File: config.mk
export PLATFORM = sky130hd
export DESIGN_NAME = htr_device_flat
export DESIGN_NICKNAME = d
export VERILOG_FILES = /design/src/rtl/htr_pkg.sv /design/src/rtl/htr_link_if.sv /design/src/rtl/htr_device.sv /design/src/flat_wrapper.sv
export SDC_FILE = /design/constraint.sdc
export NUM_CORES = 1
export LEC_CHECK = 0
export BUFFER_PORTS_ARGS = -buffer_cell sky130_fd_sc_hd__buf_2
export CAP_MARGIN = 20
export CORE_AREA = 4 4 205 227
export DETAILED_ROUTE_END_ITERATION = 8
export DIE_AREA = 0 0 209 231
export HOLD_SLACK_MARGIN = 0.15
export PLACE_DENSITY = 0.65
export SLEW_MARGIN = 20
export SYNTH_ARGS = -nofsm -noshare
export SYNTH_HDL_FRONTEND = slang
export SYNTH_SLANG_ARGS = --single-unit
File: constraint.sdc
create_clock -name sys_clk_i -period 8.3 [get_ports sys_clk_i]
set_input_delay 0.83 -clock sys_clk_i [delete_from_list [all_inputs] [get_ports sys_clk_i]]
set_output_delay 0.83 -clock sys_clk_i [all_outputs]
set_load 0.005 [all_outputs]
File: src/rtl/htr_pkg.sv
// Function
// RULE1: Eight-bit registers selected by seven-bit address
// RULE2: Identity register at 0F returns fixed code
// RULE3: Averaging config at 10, reset 1B, fields
// RULE4: Temperature code selects 2 to 256 samples
// RULE5: Humidity code selects 4 to 512 samples
// RULE6: Host never writes reserved address ranges
// RULE7: Calibration bytes 30-3F loaded, host leaves them
// RULE8: Run control bit 7 selects active state
// RULE9: Hold bit freezes pair until both halves read
// RULE10: Host sets hold bit when reads slow
// RULE11: Rate field selects one-shot, 1, 7, 12.5 Hz
// RULE12: Rate field resets to one-shot
// RULE13: Reload bit copies trim, then self-clears
// RULE14: Start bit runs one acquisition, then clears
// RULE15: Heater follows host-written bit only
// RULE16: Host avoids reading outputs while heater on
// RULE17: Ready flags set on sample, cleared by high-byte read
// RULE18: Results are 16-bit two's complement byte pairs
// RULE19: Status refreshed after every conversion
// RULE20: Writes to read-only registers are ignored
package htr_pkg;
   localparam int ADDR_W = 7;
   localparam int DATA_W = 8;

   localparam logic [6:0] ADDR_IDENT = 7'h0F;
   localparam logic [6:0] ADDR_AVG = 7'h10;
   localparam logic [6:0] ADDR_RUN = 7'h20;
   localparam logic [6:0] ADDR_SVC = 7'h21;
   localparam logic [6:0] ADDR_ALERT = 7'h22;
   localparam logic [6:0] ADDR_STATUS = 7'h27;
   localparam logic [6:0] ADDR_HUM_L = 7'h28;
   localparam logic [6:0] ADDR_HUM_H = 7'h29;
   localparam logic [6:0] ADDR_TEMP_L = 7'h2A;
   localparam logic [6:0] ADDR_TEMP_H = 7'h2B;
   localparam logic [6:0] ADDR_CALIB_LO = 7'h30;
   localparam logic [6:0] ADDR_CALIB_HI = 7'h3F;
   localparam logic [6:0] ADDR_RSV0_HI = 7'h0E;
   localparam logic [6:0] ADDR_RSV1_LO = 7'h11;
   localparam logic [6:0] ADDR_RSV1_HI = 7'h1C;
   localparam logic [6:0] ADDR_RSV2_LO = 7'h23;
   localparam logic [6:0] ADDR_RSV2_HI = 7'h26;
   localparam logic [6:0] ADDR_RSV3_LO = 7'h2C;

   // Arbitrary identification value
   localparam logic [7:0] IDENT_CODE = 8'h5A;

   localparam logic [7:0] AVG_RST = 8'h1B;
   localparam logic [7:0] RUN_RST = 8'h00;
   localparam logic [7:0] SVC_RST = 8'h00;
   localparam logic [7:0] ALERT_RST = 8'h00;
   localparam logic [7:0] AVG_MASK = 8'h3F;
   localparam logic [7:0] RUN_MASK = 8'h87;
   localparam logic [7:0] SVC_MASK = 8'h83;
   localparam logic [7:0] ALERT_MASK = 8'hC4;

   localparam int TEMP_AVG_SELECT_LSB = 3;
   localparam int HUM_AVG_SELECT_LSB = 0;
   localparam int RUN_ACTIVE_BIT = 7;
   localparam int RUN_HOLD_BIT = 2;
   localparam int RUN_RATE_LSB = 0;
   localparam int SVC_RELOAD_BIT = 7;
   localparam int SVC_HEATER_BIT = 1;
   localparam int SVC_START_BIT = 0;
   localparam int ALERT_LOW_BIT = 7;
   localparam int ALERT_EN_BIT = 2;
   localparam int STAT_HUM_BIT = 1;
   localparam int STAT_TEMP_BIT = 0;

   localparam logic [1:0] RATE_ONE_SHOT = 2'h0;
   localparam logic [1:0] RATE_1HZ = 2'h1;
   localparam logic [1:0] RATE_7HZ = 2'h2;

   // Log2 of smallest sample counts: code n selects 1 << (base + n)
   localparam int TEMP_AVG_BASE_LOG2 = 1;
   localparam int HUM_AVG_BASE_LOG2 = 2;

   localparam longint CLK_HZ = 64'd25000000;
   localparam longint RATE_1HZ_MHZ = 64'd1000;
   localparam longint RATE_7HZ_MHZ = 64'd7000;
   localparam longint RATE_12HZ_MHZ = 64'd12500;
   localparam longint RATE_1HZ_CYC = CLK_HZ * 64'd1000 / RATE_1HZ_MHZ;
   localparam longint RATE_7HZ_CYC = CLK_HZ * 64'd1000 / RATE_7HZ_MHZ;
   localparam longint RATE_12HZ_CYC = CLK_HZ * 64'd1000 / RATE_12HZ_MHZ;

   localparam logic [3:0] BOOT_CYCLES = 4'h8;
   localparam int RATE_CNT_W = 25;

   typedef enum logic [2:0] {
      ST_BOOT = 3'b001,
      ST_IDLE = 3'b010,
      ST_CONV = 3'b100
   } htr_state_t;
endpackage : htr_pkg

File: src/rtl/htr_link_if.sv
`timescale 1ns/1ns
interface htr_link_if;
   logic [6:0] addr;
   logic [7:0] wdata;
   logic wr;
   logic rd;
   logic [7:0] rdata;

   modport dev (
      input addr,
      input wdata,
      input wr,
      input rd,
      output rdata
   );

   modport hst (
      output addr,
      output wdata,
      output wr,
      output rd,
      input rdata
   );
endinterface : htr_link_if

File: src/rtl/htr_device.sv
`timescale 1ns/1ns
module htr_device
   import htr_pkg::*;
#(
   parameter int unsigned RATE_1HZ_PERIOD = int'(RATE_1HZ_CYC),
   parameter int unsigned RATE_7HZ_PERIOD = int'(RATE_7HZ_CYC),
   parameter int unsigned RATE_12HZ_PERIOD = int'(RATE_12HZ_CYC)
) (
   // Clock and reset
   input wire logic sys_clk_i,
   input wire logic rst_i,
   // Register link
   htr_link_if.dev link,
   // Sensing front end
   input wire logic [15:0] raw_hum_i,
   input wire logic [15:0] raw_temp_i,
   input wire logic [127:0] calib_nvm_i,
   // Status to the board
   output logic active_o,
   output logic heater_o,
   output logic converting_o,
   output logic data_ready_o
);
   typedef struct packed {
      htr_state_t st;
      logic [7:0] avg;
      logic [7:0] run;
      logic [7:0] svc;
      logic [7:0] alert;
      logic [1:0] status;
      logic [15:0] hum_out;
      logic [15:0] temp_out;
      logic [15:0] hum_shadow;
      logic [15:0] temp_shadow;
      logic hum_shadow_v;
      logic temp_shadow_v;
      logic hum_lock;
      logic hum_lock_hi;
      logic temp_lock;
      logic temp_lock_hi;
      logic [15:0][7:0] calib;
      logic [7:0] rdata;
      logic [3:0] boot_cnt;
      logic [9:0] smp_cnt;
      logic signed [25:0] acc_h;
      logic signed [25:0] acc_t;
      logic [RATE_CNT_W-1:0] rate_cnt;
   } htr_dev_state_t;

   htr_dev_state_t s_q;
   htr_dev_state_t s_d;
   logic signed [25:0] sum_h;
   logic signed [25:0] sum_t;
   logic [9:0] hum_count;
   logic [9:0] temp_count;
   logic [RATE_CNT_W-1:0] period;
   logic rate_tick;
   logic [2:0] temp_avg_select;
   logic [2:0] hum_avg_select;

   always_comb begin
      s_d = s_q;
      temp_avg_select = s_q.avg[TEMP_AVG_SELECT_LSB +: 3];
      hum_avg_select = s_q.avg[HUM_AVG_SELECT_LSB +: 3];
      hum_count = 10'(10'h001 << (HUM_AVG_BASE_LOG2 + int'(hum_avg_select))); // RULE5
      temp_count = 10'(10'h001 << (TEMP_AVG_BASE_LOG2 + int'(temp_avg_select))); // RULE4
      sum_h = s_q.acc_h + 26'(signed'(raw_hum_i));
      sum_t = s_q.acc_t;
      if (s_q.smp_cnt < temp_count) begin
         sum_t = s_q.acc_t + 26'(signed'(raw_temp_i));
      end
      unique case (s_q.run[RUN_RATE_LSB +: 2]) // RULE11
         RATE_1HZ: period = RATE_CNT_W'(RATE_1HZ_PERIOD);
         RATE_7HZ: period = RATE_CNT_W'(RATE_7HZ_PERIOD);
         default: period = RATE_CNT_W'(RATE_12HZ_PERIOD);
      endcase
      rate_tick = 1'b0;

      // Periodic timer only runs while active with a rate chosen
      if (s_q.run[RUN_ACTIVE_BIT] && s_q.run[RUN_RATE_LSB +: 2] != RATE_ONE_SHOT) begin // RULE12
         if (s_q.rate_cnt >= period - RATE_CNT_W'(1)) begin
            s_d.rate_cnt = '0;
            rate_tick = 1'b1;
         end else begin
            s_d.rate_cnt = s_q.rate_cnt + RATE_CNT_W'(1);
         end
      end else begin
         s_d.rate_cnt = '0;
      end

      // Register reads, answered one cycle later
      s_d.rdata = 8'h00;
      if (link.rd) begin
         unique case (link.addr) // RULE1
            ADDR_IDENT: s_d.rdata = IDENT_CODE; // RULE2
            ADDR_AVG: s_d.rdata = s_q.avg;
            ADDR_RUN: s_d.rdata = s_q.run;
            ADDR_SVC: s_d.rdata = s_q.svc;
            ADDR_ALERT: s_d.rdata = s_q.alert;
            ADDR_STATUS: s_d.rdata = {6'h00, s_q.status};
            ADDR_HUM_L: s_d.rdata = s_q.hum_out[7:0]; // RULE18
            ADDR_HUM_H: s_d.rdata = s_q.hum_out[15:8];
            ADDR_TEMP_L: s_d.rdata = s_q.temp_out[7:0];
            ADDR_TEMP_H: s_d.rdata = s_q.temp_out[15:8];
            default: begin
               // Bounded above too, so unmapped addresses past the calibration bytes read 0
               if (link.addr >= ADDR_CALIB_LO && link.addr <= ADDR_CALIB_HI) begin
                  s_d.rdata = s_q.calib[link.addr[3:0]];
               end
            end
         endcase
         if (link.addr == ADDR_HUM_H) begin
            s_d.status[STAT_HUM_BIT] = 1'b0; // RULE17
         end
         if (link.addr == ADDR_TEMP_H) begin
            s_d.status[STAT_TEMP_BIT] = 1'b0; // RULE17
         end
         // A pair locks on its first half and frees on the other
         if (link.addr == ADDR_HUM_L || link.addr == ADDR_HUM_H) begin
            if (!s_q.hum_lock) begin
               s_d.hum_lock = s_q.run[RUN_HOLD_BIT]; // RULE9
               s_d.hum_lock_hi = link.addr[0];
            end else if (s_q.hum_lock_hi != link.addr[0]) begin
               s_d.hum_lock = 1'b0; // RULE9
            end
         end
         if (link.addr == ADDR_TEMP_L || link.addr == ADDR_TEMP_H) begin
            if (!s_q.temp_lock) begin
               s_d.temp_lock = s_q.run[RUN_HOLD_BIT]; // RULE9
               s_d.temp_lock_hi = link.addr[0];
            end else if (s_q.temp_lock_hi != link.addr[0]) begin
               s_d.temp_lock = 1'b0; // RULE9
            end
         end
      end
      if (!s_q.run[RUN_HOLD_BIT]) begin
         s_d.hum_lock = 1'b0;
         s_d.temp_lock = 1'b0;
      end

      // Register writes; read-only and reserved addresses fall through
      if (link.wr) begin
         unique case (link.addr)
            ADDR_AVG: s_d.avg = link.wdata & AVG_MASK; // RULE3
            ADDR_RUN: s_d.run = link.wdata & RUN_MASK; // RULE8
            ADDR_SVC: s_d.svc = link.wdata & SVC_MASK; // RULE15
            ADDR_ALERT: s_d.alert = link.wdata & ALERT_MASK;
            default: begin
               if (link.addr >= ADDR_CALIB_LO && link.addr <= ADDR_CALIB_HI) begin
                  s_d.calib[link.addr[3:0]] = link.wdata;
               end
            end
         endcase // RULE20
      end

      unique case (s_q.st)
         ST_BOOT: begin
            s_d.boot_cnt = s_q.boot_cnt + 4'h1;
            if (s_q.boot_cnt == BOOT_CYCLES - 4'h1) begin
               s_d.calib = calib_nvm_i; // RULE7
               s_d.svc[SVC_RELOAD_BIT] = 1'b0; // RULE13
               s_d.st = ST_IDLE;
            end
         end
         ST_IDLE: begin
            s_d.smp_cnt = '0;
            s_d.acc_h = '0;
            s_d.acc_t = '0;
            if (s_q.svc[SVC_RELOAD_BIT]) begin
               s_d.boot_cnt = '0;
               s_d.st = ST_BOOT; // RULE13
            end else if (s_q.run[RUN_ACTIVE_BIT]
                  && (s_q.svc[SVC_START_BIT] || rate_tick)) begin
               s_d.st = ST_CONV; // RULE8
            end
         end
         ST_CONV: begin
            s_d.acc_h = sum_h;
            s_d.acc_t = sum_t;
            s_d.smp_cnt = s_q.smp_cnt + 10'h001;
            if (!s_q.run[RUN_ACTIVE_BIT]) begin
               // Power-down abandons the acquisition
               s_d.st = ST_IDLE;
            end else if (s_q.smp_cnt == hum_count - 10'h001) begin
               s_d.hum_shadow = 16'(sum_h >>> (HUM_AVG_BASE_LOG2 + int'(hum_avg_select)));
               s_d.temp_shadow = 16'(sum_t >>> (TEMP_AVG_BASE_LOG2 + int'(temp_avg_select)));
               s_d.hum_shadow_v = 1'b1;
               s_d.temp_shadow_v = 1'b1;
               s_d.status = 2'h3; // RULE19
               s_d.svc[SVC_START_BIT] = 1'b0; // RULE14
               s_d.st = ST_IDLE;
            end
         end
      endcase

      // New results reach the outputs once the pair is unlocked
      if (s_d.hum_shadow_v && !s_d.hum_lock) begin
         s_d.hum_out = s_d.hum_shadow; // RULE14
         s_d.hum_shadow_v = 1'b0;
      end
      if (s_d.temp_shadow_v && !s_d.temp_lock) begin
         s_d.temp_out = s_d.temp_shadow; // RULE14
         s_d.temp_shadow_v = 1'b0;
      end
   end

   always_ff @(posedge sys_clk_i) begin
      if (rst_i) begin
         s_q <= '0;
         s_q.st <= ST_BOOT;
         s_q.avg <= AVG_RST;
         s_q.run <= RUN_RST;
         s_q.svc <= SVC_RST;
         s_q.alert <= ALERT_RST;
      end else begin
         s_q <= s_d;
      end
   end

   assign link.rdata = s_q.rdata;
   assign active_o = s_q.run[RUN_ACTIVE_BIT];
   assign heater_o = s_q.svc[SVC_HEATER_BIT]; // RULE15
   assign converting_o = (s_q.st == ST_CONV);
   assign data_ready_o = (s_q.alert[ALERT_EN_BIT] & (|s_q.status)) ^ s_q.alert[ALERT_LOW_BIT];
endmodule : htr_device

File: src/flat_wrapper.sv
// flat-port wrapper written by rule: the top's interface ports become plain ports
module htr_device_flat import htr_pkg::*;
#(
   parameter int unsigned RATE_1HZ_PERIOD = int'(RATE_1HZ_CYC),
   parameter int unsigned RATE_7HZ_PERIOD = int'(RATE_7HZ_CYC),
   parameter int unsigned RATE_12HZ_PERIOD = int'(RATE_12HZ_CYC)
)
  (sys_clk_i, rst_i, raw_hum_i, raw_temp_i, calib_nvm_i, active_o, heater_o, converting_o, data_ready_o, link_addr, link_wdata, link_wr, link_rd, link_rdata);
  htr_link_if link_i ();
  input wire logic sys_clk_i;
  input wire logic rst_i;
  input wire logic [15:0] raw_hum_i;
  input wire logic [15:0] raw_temp_i;
  input wire logic [127:0] calib_nvm_i;
  output logic active_o;
  output logic heater_o;
  output logic converting_o;
  output logic data_ready_o;
  input wire logic [$bits(link_i.addr)-1:0] link_addr;
  input wire logic [$bits(link_i.wdata)-1:0] link_wdata;
  input wire logic [$bits(link_i.wr)-1:0] link_wr;
  input wire logic [$bits(link_i.rd)-1:0] link_rd;
  output wire logic [$bits(link_i.rdata)-1:0] link_rdata;
  assign link_i.addr = link_addr;
  assign link_i.wdata = link_wdata;
  assign link_i.wr = link_wr;
  assign link_i.rd = link_rd;
  assign link_rdata = link_i.rdata;
  htr_device #(.RATE_1HZ_PERIOD(RATE_1HZ_PERIOD), .RATE_7HZ_PERIOD(RATE_7HZ_PERIOD), .RATE_12HZ_PERIOD(RATE_12HZ_PERIOD)) u_core (.sys_clk_i(sys_clk_i), .rst_i(rst_i), .link(link_i), .raw_hum_i(raw_hum_i), .raw_temp_i(raw_temp_i), .calib_nvm_i(calib_nvm_i), .active_o(active_o), .heater_o(heater_o), .converting_o(converting_o), .data_ready_o(data_ready_o));
endmodule
Word-level counts from Yosys, hierarchy flattened
Index checks and enable logic that the tools add are counted.

cells by class
  $add $sub $neg = 9
  $lt $le $gt $ge = 6
  equality and inequality tests = 23
  shifts and indexed selects = 4
  muxes and demuxes = 53
  bitwise logic cells = 6
  reduce and logical (&&, ||, !) cells = 28

operator list
  operator                                             number
  two-way mux 128 bit                                  5
  bitwise mux 128 bit                                  1
  one-hot mux 62 bit (2 select lines)                  1
  two-way mux 34 bit                                   3
  one-hot mux 8 bit (10 select lines)                  1
  >>> shifter 26 x 32 -> 16 bit                        2
  equality test 7 x 6 -> 1 bit, second input constant  8
  adder 26 x 16 -> 26 bit                              2
  one-hot mux 25 bit (2 select lines)                  1
  two-way mux 8 bit                                    5
  binary-select mux 8 bit (select 4 bit)               1
  demux 8 bit (select 4 bit)                           1
  << shifter 1 x 32 -> 10 bit, first input constant    1
  two-way mux 26 bit                                   1
  adder 25 x 1 -> 25 bit, second input constant        1
  >= comparator 25 bit                                 1
  subtractor 25 x 1 -> 25 bit, second input constant   1
  two-way mux 1 bit                                    17
  two-way mux 16 bit                                   1
  two-way mux 3 bit                                    5
  two-way mux 2 bit                                    6
  adder 10 x 1 -> 10 bit, second input constant        1
  equality test 10 bit                                 1
  less-than comparator 10 bit                          1
  other kinds (36)                                     61

word-level totals
  flip-flop bits (word level) = 318
  input bits = 179
  output and inout bits = 12
  logic and storage cells = 168

Logic depth before layout (Yosys ltp)
  word-level depth = 11
  gate-level depth with buffers = 19
  mapped depth without buffers = 15

Least setup slack after synthesis
No wires, ideal clock.

  path kind = register to register
  from = reg u_core.s_q[326] (netlist name)
  to = reg u_core.s_q[248] (netlist name)
  library setup time = 132 ps
  arrival time = 4524 ps
  data required time = 8168 ps
  path slack = 3645 ps
  stages on the path, launching flop included = 19
  path buffers = 4
  clock period less this slack = 4655 ps
  cells stage by stage = dfxtp_1 > inv_1 > clkbuf_1 > clkbuf_1 > clkbuf_1 > ha_1 > nand2_1 > ha_1 > and2_1 > a221oi_1 > o21a_1 > clkbuf_1 > a21boi_0 > a311oi_1 > a21oi_1 > a221oi_4 > nor3_2 > a2111oi_2 > nor3_1

between the ends
  cells in the longest elaborated chain, start to end = 8

ends and longest elaborated chain
  element                            RTL line                             text
  from (decl)                        htr_device.sv:50                     htr_dev_state_t s_q;
  adder 1 x 3 -> 4 bit (*)           htr_device.sv:66, htr_device.sv:186
  << shifter 1 x 32 -> 10 bit        htr_device.sv:66                     temp_count = 10'(10'h001 << (TEMP_AVG_BASE_LOG2 + int'(temp_avg_select)));
  less-than comparator 10 bit        htr_device.sv:69                     if (s_q.smp_cnt < temp_count) begin
  two-way mux 26 bit                 htr_device.sv:69
  >>> shifter 26 x 32 -> 16 bit (*)  htr_device.sv:186                    s_d.temp_shadow = 16'(sum_t >>> (TEMP_AVG_BASE_LOG2 + int'(temp_avg_select)));
  two-way mux 34 bit (*)             htr_device.sv:184                    end else if (s_q.smp_cnt == hum_count - 10'h001) begin
  two-way mux 34 bit (*)             htr_device.sv:181                    if (!s_q.run[RUN_ACTIVE_BIT]) begin
  two-way mux 34 bit (*)             htr_device.sv:156                    unique case (s_q.st)

Every way passes the cells marked *; elsewhere a longest branch is shown, timed or not.
A chain may end at the register's enable or synchronous reset.

Worst setup path in the final report
  from = reg u_core.s_q[326] (netlist name)
  to = reg u_core.s_q[277] (netlist name)

Same word-level chain as after synthesis.

==> results.cfg <==
[logic_synthesis]
avgSynthCellArea_um2 = 8.45
synth_top_family_by_area = compound AO/OA/AOI/OAI gates
synth_cell_types = 99
ys.flop_type = dfxtp_1
synth_top_area_cell = dfxtp_1
yosys.area_share.simple = 0.184
synth-seq-area-share = 0.292
yosys_warnings = 0
syn_inst = 2581
synth_mux_area_frac = 0.153
synth_area_um2 = 21800
synth_enable_flop_cells = 0
synthAdderAreaFrac = 0.0557
synth.most_common_cell = nor2_1
synth_area_leaders = dfxtp_1 29%, mux2i_1 7.3%, mux4_2 6.9%
syn_nets = 2856
synth_common_cells = 372 x nor2_1, 318 x dfxtp_1, 175 x a211oi_1
synthArstFlopShare = 0
synth_compound_area_frac = 0.245
ys_ff_latch = 318
synthXorXnorAreaFrac = 0.0244
synth.top_cell.area_share = 0.292

[sta]
slew_headroom = 0.271
tns_ns = 0
worst_pin_slew_ns = 1.09
setup_viol = 0
fin_crit_sh = 0.702
hold_viol = 0
rsz0062_at_grt = false
fin_crit_ns = 5.83
slew_viol_final = 0
clock_skew_ns = 0.0144
fmax_mhz = 172
setup_ws_ns = 2.47

[grt]
grt_pass1_vias = 19846
grt_pass1_wl_um = 110000
grt_use_total = 0.275
grt-ovfl-total = 0
grt_antenna_before_repair = 3
grt_max_degree = 130

[cts]
cts-root-buf = clkbuf_16
htreeDepth = 2
clk_path_buf_depth = 3
cts.sinks = 318
hold_buffers = 0
clk_latency_ns = 0.56
clk_pin_slew_worst_paths_ns = 0.06
cts_tree = done
post_cts_resize_count = 0
post_cts.repair.setup_buffers = 0
cts_buffers = 37

[job]
maxCapViolCount = 0

[critical_path]
cp-endpoint = u_core.s_q[277]
reg2reg_depth = 15
path_depth = 15
cpPeakStageDelay_ns = 0.69
slowest_stage = xor2_2
r2r-end = u_core.s_q[277]
critPathRequiredTime_ns = 8.71
regToRegSetupSlack_ns = 2.47
crit_top_cell = ha_1
start_kind = flop
cp_max_fo = 33
reg2reg_from = u_core.s_q[326]
cp-startpoint = u_core.s_q[326]
critPathCaptureType = flop
path_class = flop to flop
critPathBufInv = 1
critPathTopFamily = compound AO/OA/AOI/OAI gates
path_cells = buf_4, ha_1, xor2_2, nand3_1, ha_1, a21o_1, a221oi_1, o21a_1, nand2_2, a311oi_2, nor2_1, a222oi_1, o22ai_1, nor4_1, o31ai_1
worstPathArrival_ns = 6.24

[pwr]
swShare = 0.255
comb_power_share = 0.096
seq_power_share = 0.422
p_int_uw = 2720
p_clk_frac = 0.482
power_density_nw_per_um2 = 150
ir_worst_vdd_v = 0.000142
switchingPower_uw = 928
leakagePower_uw = 0.00958

[route]
drtIter0Drc = 1774
vias = 20608
antenna_left = 0
drc = 0
routedWlPerCell_um = 21.3
finalWirelength_um = 69300
viasPerCell = 6.34
dr.pass1.iters = 6

[die]
die_h_um = 231
chipWidth_um = 209
die-area_um2 = 48300
row_count = 81
start_util = 0.494
io_pins = 191
core-area_um2 = 44200

[final_layout]
syn2layout_area_growth_pct = 11.1
fillers = 4135
fin_nets = 2913
drive_above_1_share = 0.158

[worst_hold_path]
hp-class = flop to flop

[placed_design]
port_buffers = 190
gp_congestion = 0.893
post-dp-hpwl_um = 49700
dp_slack_ns = 2.60

[outcome]
outcome = complete, no violations
placed cells by master (no fill, tap or decap), types with 51 or more instances in the layout:
| cell | count |
|---|---|
| o21ai_0 | 82 |
| nor2_1 | 370 |
| buf_2 | 188 |
| nand2_1 | 170 |
| dfxtp_1 | 318 |
| a21oi_1 | 139 |
| mux4_2 | 67 |
| a211oi_1 | 175 |
| nor3_1 | 51 |
| nand3_1 | 73 |
| a22oi_1 | 53 |
| ha_1 | 94 |
| mux2i_1 | 160 |
flip-flops by register name, summed over array words and instances (netlist names):
register,flops
u_core.active_o,1
u_core.heater_o,1
u_core.hum_avg_select,3
u_core.link.rdata,8
u_core.s_q,305
worst min-delay path by stage:
stage | startpoint | endpoint | depth (start not counted) | slack [ns]
CTS | u_core.s_q[305] | u_core.s_q[305] | 2 | 0.46
global route | u_core.s_q[257] | u_core.s_q[257] | 2 | 0.48
global placement | u_core.s_q[305] | u_core.s_q[305] | 2 | 0.44
floorplan | u_core.s_q[305] | u_core.s_q[305] | 2 | 0.43
detailed placement | u_core.s_q[305] | u_core.s_q[305] | 2 | 0.45
finish | u_core.s_q[63] | u_core.s_q[63] | 2 | 0.46
final cells by class:
| cell class | count | area (µm²) | share of cell area |
|---|---|---|---|
| diodes | 3 | 7.51 | 0.000310 |
| clock buffers | 49 | 1050 | 0.0434 |
| clock inverters | 19 | 264 | 0.0109 |
| inverters | 45 | 169 | 0.00697 |
| multi-input cells | 2018 | 14500 | 0.597 |
| flip-flops and latches | 318 | 6370 | 0.263 |
| well taps | 581 | 727 | 0.0300 |
| repair buffers | 218 | 1170 | 0.0484 |
per-layer routing:
| metal | vias up | routed length [µm] | global-route usage |
|---|---|---|---|
| met1 | 9994 | 30800 | 0.377 |
| met4 | 0 | 1990 | 0.0800 |
| li1 | 9833 | - | - |
| met5 | - | 0 | 0 |
| met3 | 129 | 3660 | 0.0378 |
| met2 | 652 | 32800 | 0.455 |
power groups by stage:
stage          sequential [µW]  clock, µW  combinational, µW
2_1_floorplan             1570          0                220
3_3_place_gp              1570          0                339
3_5_place_dp              1570          0                342
4_1_cts                   1540       1790                344
5_1_grt                   1540       1850                377
6_report                  1540       1760                348
logic make-up after synthesis:
family                   after synthesis
AND/OR/NAND/NOR                      861
adder cells (fa/ha/maj)               96
multiplexers                         247
AO/OA/AOI/OAI                        753
buffers and inverters                245
XOR/XNOR                              60
flip-flops                           318
other                                  1
worst register-to-register path, delay by kind of cell, from the launching register on:
family,cells,cell delay [ns]
compound gates,7,2.27
simple gates,4,1.21
buf+inv,1,0.39
xor+xnor,1,0.69
flops,1,0.40
fa+ha+maj,2,0.72
through the flow:
| step | hold WS [ns] | utilization | cell area (µm²) | total power (µW) | instances |
|---|---|---|---|---|---|
| after CTS | 0.462 | 0.548 | 24200 | 3670 | 3248 |
| after global placement | 0.440 | 0.518 | 22900 | 1910 | 3179 |
| after global routing | 0.484 | 0.549 | 24200 | 3760 | 3251 |
| after floorplan | 0.432 | - | 21800 | 1790 | 2581 |
| after detailed placement | 0.453 | 0.519 | 22900 | 1910 | 3180 |
| final | 0.463 | 0.549 | 24200 | 3640 | 3251 |
No activity file was read; power rests on OpenSTA's default activity.
